==> config.mk <==
export PLATFORM = sky130hd
export DESIGN_NAME = swuart_slave
export DESIGN_NICKNAME = d
export VERILOG_FILES = /design/src/swuart_slave.v /design/src/crc8_byte.v
export VERILOG_INCLUDE_DIRS = /design/src
export SDC_FILE = /design/constraint.sdc
export NUM_CORES = 1
export LEC_CHECK = 0
export BUFFER_PORTS_ARGS = -buffer_cell sky130_fd_sc_hd__buf_2
export CAP_MARGIN = 20
export CELL_PAD_IN_SITES_DETAIL_PLACEMENT = 2
export CELL_PAD_IN_SITES_GLOBAL_PLACEMENT = 2
export CORE_UTILIZATION = 41
export CTS_CLUSTER_SIZE = 12
export DETAILED_ROUTE_END_ITERATION = 8
export PLACE_DENSITY_LB_ADDON = 0.1
export SYNTH_ARGS = -nofsm -noshare
export SYNTH_HDL_FRONTEND = slang
export SYNTH_SLANG_ARGS = --single-unit
==> constraint.sdc <==
create_clock -name clock -period 19.9 [get_ports clock]
set_clock_uncertainty 0.2 [all_clocks]
set_input_delay 1.99 -clock clock [delete_from_list [all_inputs] [get_ports clock]]
set_output_delay 1.99 -clock clock [all_outputs]
set_load 0.01 [all_outputs]
==> src/swuart_regs.vh <==
// Constants for the single-wire UART slave: datagram fields, CRC and timing counts.
// Assumes inclusion by the UART slave modules only.
`ifndef SWUART_REGS_VH
`define SWUART_REGS_VH
`define SYNC_NIBBLE 4'h5
`define SYNC_BYTE 8'h05
`define MASTER_ADDR 8'hFF
`define CRC_POLY_LOW 8'h07
`define RW_BIT 7
`define REQ_BYTES 4'h4
`define WR_BYTES 4'h8
`define REPLY_BYTES 4'h8
`define BYTE_BITS 4'hA
`define TURNOFF_BITS 4'h4
`define DELAY_STEP_BITS 8'h08
`define DELAY_DEFAULT 4'h0
`define TIMEOUT_BITS 8'h3F
`define CNT_W 20
`endif

==> src/swuart_slave.v <==
// Single-wire UART slave: receives datagrams, answers reads, counts accepted writes.
// Assumes a synchronous serial line input and a register source outside this block.
`timescale 1ns/1ns
`include "swuart_regs.vh"
module swuart_slave (
	// Clock and reset.
	input wire clock,
	input wire rst,
	// Serial line pin as three signals.
	input wire serial_line_pin_in,
	output reg serial_line_pin_out,
	output reg serial_line_pin_oe,
	// Address straps.
	input wire addr_strap_lsb,
	input wire addr_strap_msb,
	// Reply delay setting.
	input wire [3:0] reply_delay_setting,
	// Register read port.
	output reg [6:0] rd_addr,
	input wire [31:0] rd_data,
	// Accepted write.
	output reg wr_strobe,
	output reg [6:0] wr_addr,
	output reg [31:0] wr_data,
	output reg [7:0] datagram_count
);
	localparam S_IDLE = 3'h0;
	localparam S_SYNC = 3'h1;
	localparam S_RX = 3'h2;
	localparam S_DELAY = 3'h3;
	localparam S_TX = 3'h4;
	localparam S_HOLD = 3'h5;
	reg [2:0] state;
	reg [`CNT_W-1:0] bit_time;
	reg [`CNT_W-1:0] cnt;
	reg [`CNT_W-1:0] gap;
	reg [`CNT_W-1:0] tmr;
	reg [3:0] bitn;
	reg [3:0] byten;
	reg [7:0] rx_sh;
	reg [7:0] tx_sh;
	reg [7:0] crc;
	reg [7:0] abyte;
	reg [7:0] rbyte;
	reg [31:0] dword;
	reg [7:0] delay_bits;
	reg prev_line;
	reg [7:0] tx_byte;
	reg [7:0] crc_src;
	reg [7:0] crc_data;
	wire [1:0] node_address = {addr_strap_msb, addr_strap_lsb};
	wire fall = prev_line & ~serial_line_pin_in;
	wire [7:0] crc_next;
	wire [`CNT_W-1:0] half = {1'b0, bit_time[`CNT_W-1:1]};
	wire [`CNT_W-1:0] cnt_inc = cnt + 1'b1;
	wire own_node = (abyte == {6'h00, node_address});
	wire crc_good = (crc == rx_sh);
	wire is_write = rbyte[`RW_BIT];
	function [`CNT_W-1:0] bits_to_cycles;
		input [`CNT_W-1:0] bt;
		input [7:0] n;
		bits_to_cycles = bt * n;
	endfunction
	function [7:0] reply_byte;
		input [3:0] idx;
		input [6:0] addr;
		input [31:0] word;
		input [7:0] sum;
		case (idx)
			4'h0: reply_byte = {4'h0, `SYNC_NIBBLE};
			4'h1: reply_byte = `MASTER_ADDR;
			4'h2: reply_byte = {1'b0, addr};
			4'h3: reply_byte = word[31:24];
			4'h4: reply_byte = word[23:16];
			4'h5: reply_byte = word[15:8];
			4'h6: reply_byte = word[7:0];
			default: reply_byte = sum;
		endcase
	endfunction
	// ==========
	// CRC source selection.
	always @* begin
		tx_byte = reply_byte(byten, rd_addr, dword, crc);
		crc_src = crc;
		crc_data = rx_sh;
		if (state == S_SYNC) begin
			crc_src = 8'h00;
			crc_data = `SYNC_BYTE;
		end else if (state == S_TX) begin
			crc_data = tx_byte;
		end
	end
	crc8_byte crc8_byte_i (
		.crc_in(crc_src),
		.data(crc_data),
		.crc_out(crc_next)
	);
	// ==========
	// Receive, delay, transmit and release.
	always @(posedge clock) begin
		if (rst) begin
			state <= S_IDLE;
			bit_time <= {`CNT_W{1'b0}};
			cnt <= {`CNT_W{1'b0}};
			gap <= {`CNT_W{1'b0}};
			tmr <= {`CNT_W{1'b0}};
			bitn <= 4'h0;
			byten <= 4'h0;
			rx_sh <= 8'h00;
			tx_sh <= 8'h00;
			crc <= 8'h00;
			abyte <= 8'h00;
			rbyte <= 8'h00;
			dword <= 32'h0000_0000;
			delay_bits <= 8'h00;
			prev_line <= 1'b1;
			serial_line_pin_out <= 1'b1;
			serial_line_pin_oe <= 1'b0;
			rd_addr <= 7'h00;
			wr_strobe <= 1'b0;
			wr_addr <= 7'h00;
			wr_data <= 32'h0000_0000;
			datagram_count <= 8'h00;
		end else begin
			prev_line <= serial_line_pin_in;
			wr_strobe <= 1'b0;
			cnt <= cnt_inc;
			gap <= gap + 1'b1;
			if (tmr != {`CNT_W{1'b0}}) begin
				tmr <= tmr - 1'b1;
			end
			case (state)
				S_IDLE: begin
					if (fall) begin
						cnt <= {`CNT_W{1'b0}};
						bitn <= 4'h0;
						state <= S_SYNC;
					end
				end
				S_SYNC: begin
					if (fall) begin
						bitn <= bitn + 1'b1;
						if (bitn == 4'h1) begin
							// Start edge to the edge between sync bits 2 and 3 spans four bits.
							bit_time <= {2'h0, cnt_inc[`CNT_W-1:2]};
							crc <= crc_next;
							gap <= cnt;
							bitn <= 4'h0;
							byten <= 4'h1;
							state <= S_RX;
						end
					end
				end
				S_RX: begin
					if (gap > bits_to_cycles(bit_time, `TIMEOUT_BITS)) begin
						state <= S_IDLE;
					end else if (bitn == 4'h0) begin
						if (fall) begin
							gap <= {`CNT_W{1'b0}};
							tmr <= bit_time + half - 1'b1;
							bitn <= 4'h1;
						end
					end else if (tmr == {`CNT_W{1'b0}}) begin
						tmr <= bit_time - 1'b1;
						bitn <= bitn + 1'b1;
						if (bitn != `BYTE_BITS - 1'b1) begin
							rx_sh <= {serial_line_pin_in, rx_sh[7:1]};
						end else begin
							bitn <= 4'h0;
							byten <= byten + 1'b1;
							crc <= crc_next;
							if (byten == 4'h1) begin
								abyte <= rx_sh;
							end
							if (byten == 4'h2) begin
								rbyte <= rx_sh;
							end
							if (byten >= 4'h3 && byten <= 4'h6) begin
								dword <= {dword[23:0], rx_sh};
							end
							if (byten == `REQ_BYTES - 1'b1 && !is_write) begin
								state <= S_IDLE;
								if (crc_good && own_node) begin
									rd_addr <= rbyte[6:0];
									delay_bits <= `DELAY_STEP_BITS * ((reply_delay_setting == 4'h0) ?
										8'h01 : {4'h0, reply_delay_setting});
									cnt <= {`CNT_W{1'b0}};
									state <= S_DELAY;
								end
							end else if (byten == `WR_BYTES - 1'b1) begin
								state <= S_IDLE;
								if (crc_good && own_node) begin
									wr_strobe <= 1'b1;
									wr_addr <= rbyte[6:0];
									wr_data <= dword;
									datagram_count <= datagram_count + 1'b1;
								end
							end
						end
					end
				end
				S_DELAY: begin
					// The delay runs from the end of the request stop bit.
					if (cnt == bits_to_cycles(bit_time, delay_bits) + half - 1'b1) begin
						dword <= rd_data;
						crc <= 8'h00;
						byten <= 4'h0;
						bitn <= 4'h0;
						tmr <= {`CNT_W{1'b0}};
						serial_line_pin_out <= 1'b1;
						serial_line_pin_oe <= 1'b1;
						state <= S_TX;
					end
				end
				S_TX: begin
					if (tmr == {`CNT_W{1'b0}}) begin
						tmr <= bit_time - 1'b1;
						bitn <= bitn + 1'b1;
						if (bitn == 4'h0) begin
							serial_line_pin_out <= 1'b0;
							tx_sh <= tx_byte;
							crc <= crc_next;
						end else if (bitn != `BYTE_BITS - 1'b1) begin
							serial_line_pin_out <= tx_sh[0];
							tx_sh <= {1'b0, tx_sh[7:1]};
						end else begin
							serial_line_pin_out <= 1'b1;
							bitn <= 4'h0;
							byten <= byten + 1'b1;
							if (byten == `REPLY_BYTES - 1'b1) begin
								cnt <= {`CNT_W{1'b0}};
								state <= S_HOLD;
							end
						end
					end
				end
				S_HOLD: begin
					// The final stop bit plus the turn-off time.
					if (cnt == bits_to_cycles(bit_time, {4'h0, `TURNOFF_BITS} + 8'h01) - 1'b1) begin
						serial_line_pin_oe <= 1'b0;
						state <= S_IDLE;
					end
				end
				default: state <= S_IDLE;
			endcase
		end
	end
endmodule

==> src/crc8_byte.v <==
// Byte-wide CRC-8 update, bits taken LSB first.
// Assumes the caller holds the CRC register and presents one byte at a time.
`timescale 1ns/1ns
`include "swuart_regs.vh"
module crc8_byte (
	// Inputs.
	input wire [7:0] crc_in,
	input wire [7:0] data,
	// Result.
	output reg [7:0] crc_out
);
	integer i;
	reg [7:0] c;
	always @* begin
		c = crc_in;
		for (i = 0; i < 8; i = i + 1) begin
			if (c[7] ^ data[i]) begin
				c = {c[6:0], 1'b0} ^ `CRC_POLY_LOW;
			end else begin
				c = {c[6:0], 1'b0};
			end
		end
		crc_out = c;
	end
endmodule

==> metrics <==
largest net degree at the start of global routing 94; Detailed Routing Iterations Pass 1 6; CTS sink count 223; initial antenna violation count 0; worst reg2reg path startpoint bit_time[1]; status completed; Post-Syn Nets 2830; TritonCTS clock tree yes; Setup CP Type reg -> reg; Worst Hold Class reg -> reg; Yosys warnings 0; DR vias/cell 6.05; peak supply drop 73.5 µV; routed vias 19.3k; f_max 0.107 GHz; post-route setup TNS 0 ns; Synth Cell Area 20000 µm²; Post-CTS Setup Bufs 0; RSZ-0062 raised after global routing no; Root Driver clkbuf_16; total CTS buffers 28; final setup fails 0; # nets final 2853; Async S/R FF share, synth 0; Overflow after GRT 0; number of max-cap violations 0; Worst-path clk slew 0.07 ns; detailed placement HPWL 60.7 mm; Placer Congestion 0.904; DR WL/cell 25.0 µm; Seq/Total Area, Yosys 0.223; leak pwr 0.00931 µW; CP Data Arrival Time 9.64 ns; type of element launching the critical path flip-flop; ANT nets after route 0; first-pass GRT wire length 124 mm; CP Capture Type flip-flop; final hold violations 0; Iter 0 DRT Violations 1175; row count 80; die span in x 223 µm; total track usage 0.320; Clock Path Buffers 3; Period Utilization, post-route 0.471; Die Ht 223 µm; Cells after Synth 2525; Setup crit start bit_time[1]; Die Area 49700 µm²; H-tree Lvls 1; slew margin rel. 0.292; EDFF count, synth 0; worst endpoint required time 20.16 ns; Gates resized, CTS repair 0; worst slew pin tran 1.05 ns; routed wire length 79.8 mm; Distinct cells, synth 80; vias in the first global route 21.1k; fin. max-slew vios 0; hold_sp wr_data[30]; pwr/cell area 61.9 nW/µm²; Initial Util 0.417; crit path max fanout 11; Syn Area/Cell 7.92 µm²; core area 47900 µm²; fin crit period 9.37 ns; placed cells 3132; Synth Flop Type dfxtp_1; DRC 0; number of I/O pins 98; final non-filler cell total 3186; port bufs 97; layout cell share with drive strength beyond 1 0.0790; Skew-Pair Late Insertion Delay 0.61 ns; Syn-to-layout area delta 10.1%; Hold-fix buffers, CTS 0; post-synthesis sequential element count 223
where the power goes:
group | leakage (µW) | internal (µW) | switching [µW] | total (µW)
registers | 0.00180 | 461 | 18.2 | 479
clock network | 0.000482 | 328 | 226 | 554
logic | 0.00703 | 120 | 209 | 329
final cells by class:
class / instances / area, µm²
antenna: 1 / 2.50
clock buffer: 37 / 774
clock inverter: 15 / 219
fill: 5425 / 25900
inverter: 271 / 1020
multi-input combinational: 1901 / 14100
sequential: 223 / 4460
tap: 615 / 769
timing repair buffer: 123 / 707
registers in the layout (all words and copies together), names as in the netlist, 3 cells and up:
signal / flops
crc: 8
byten: 4
datagram_count: 8
abyte: 8
dword: 32
state: 3
bit_time: 18
rd_addr: 7
rbyte: 8
cnt: 20
tx_sh: 8
rx_sh: 8
wr_data: 32
gap: 20
wr_addr: 7
bitn: 4
tmr: 20
delay_bits: 4
cell usage after synthesis, types with 6 or more instances:
cell type  count  share of area
o21ai_0      130          0.033
inv_1        271          0.051
fa_1          91          0.091
xor2_1        85          0.037
a21oi_1      184          0.046
nand3_1       66          0.017
nor3_1        62          0.016
mux2i_1       59          0.030
o21a_1        23         0.0086
a21o_1        22         0.0083
a2111oi_0     13         0.0057
a211oi_1      45          0.017
dfxtp_1      223           0.22
nor4_1        12         0.0038
or3_1         17         0.0053
nand2b_1      15         0.0047
a221oi_1       8         0.0035
and3_1        21         0.0066
nor2b_1       16         0.0050
a31oi_1        9         0.0028
nand2_1      246          0.046
o32ai_1        6         0.0026
o2111ai_1      7         0.0031
buf_2          6         0.0015
o22ai_1       16         0.0050
xnor2_1      120          0.053
o311a_1       33          0.017
a311oi_1       6         0.0026
a222oi_1       6         0.0030
ha_1         173           0.11
a32oi_1        8         0.0035
or2_2          7         0.0022
nor2_1       192          0.036
and2_1        53          0.017
clkbuf_1     122          0.023
a22oi_1       11         0.0041
o31ai_1        8         0.0030
nand4_1       32          0.010
o2bb2ai_1      9         0.0039
a21boi_0       8         0.0030
critical path, stage by stage, from the launching register on:
cell	delay [ns]
dfxtp_1	0.62
inv_1	0.35
fa_1	0.67
inv_1	0.10
fa_1	0.61
fa_1	0.44
ha_1	0.33
a21oi_1	0.24
o21ai_0	0.12
a21oi_1	0.23
o21ai_0	0.18
a2111oi_0	0.48
nor3_1	0.21
a211o_1	0.30
a21oi_1	0.18
xor2_1	0.10
ha_1	0.32
nand4_1	0.23
nor4_1	0.62
nand4_1	0.24
o21ai_1	0.38
nand2_1	0.35
nor4_2	0.94
buf_4	0.31
nand2_1	0.21
nand2_1	0.18
a21oi_1	0.08
kinds of logic (layout without fill, tap and decap cells):
| kind of cell | Yosys count | in the layout | share of synthesized area |
|---|---|---|---|
| simple gates | 760 | 760 | 0.178 |
| compound gates | 606 | 606 | 0.199 |
| buf+inv | 401 | 446 | 0.0757 |
| fa+ha+maj | 264 | 264 | 0.199 |
| flops | 223 | 223 | 0.223 |
| xor+xnor | 206 | 206 | 0.0909 |
| mux | 65 | 65 | 0.0329 |
| other cells | 0 | 1 | 0 |
stage by stage:
| step | hold WS (ns) | total power, µW | util | area [µm²] | worst slack, ns |
|---|---|---|---|---|---|
| global route | 0.279 | 1420 | 0.459 | 22000 | 9.89 |
| finish | 0.254 | 1360 | 0.459 | 22000 | 10.53 |
| CTS | 0.261 | 1360 | 0.459 | 22000 | 10.53 |
| detailed placement | 0.244 | 807 | 0.438 | 21000 | 10.62 |
| floorplan | 0.236 | 711 | - | 20000 | 12.82 |
| global placement | 0.239 | 789 | 0.438 | 21000 | 11.32 |
cells in the final DEF, fill, tap and decap left out, types with 15 or more instances in the layout:
master     instances
o311a_1           33
nand2b_1          15
a211oi_1          45
xor2_1            85
o21ai_0          129
mux2i_1           59
nand3_1           66
o22ai_1           16
a21o_1            22
and3_1            21
dfxtp_1          223
xnor2_1          120
nor3_1            59
clkbuf_16         28
nor2_1           191
o21a_1            23
inv_1            271
nor2b_1           16
ha_1             173
buf_4             25
or3_1             17
nand2_1          246
nand4_1           32
buf_2             96
a21oi_1          184
fa_1              91
and2_1            53
final timing paths:
| kind | endpoint | slack [ns] | cells after the start |
|---|---|---|---|
| worst max-delay path | rbyte[1] | 10.53 | 26 |
| worst max register to register | rbyte[1] | 10.53 | 26 |
| worst min register to register | wr_data[30] | 0.25 | 2 |
| worst min-delay path | wr_data[30] | 0.25 | 2 |
metal layers:
layer	vias to the layer above	track usage	wire length, µm
li1	8772	-	-
met3	124	0.0377	3490
met4	0	0.0914	2320
met1	9970	0.432	36100
met2	415	0.537	37800
met5	-	0	0
(Power assumes the default switching activity.)
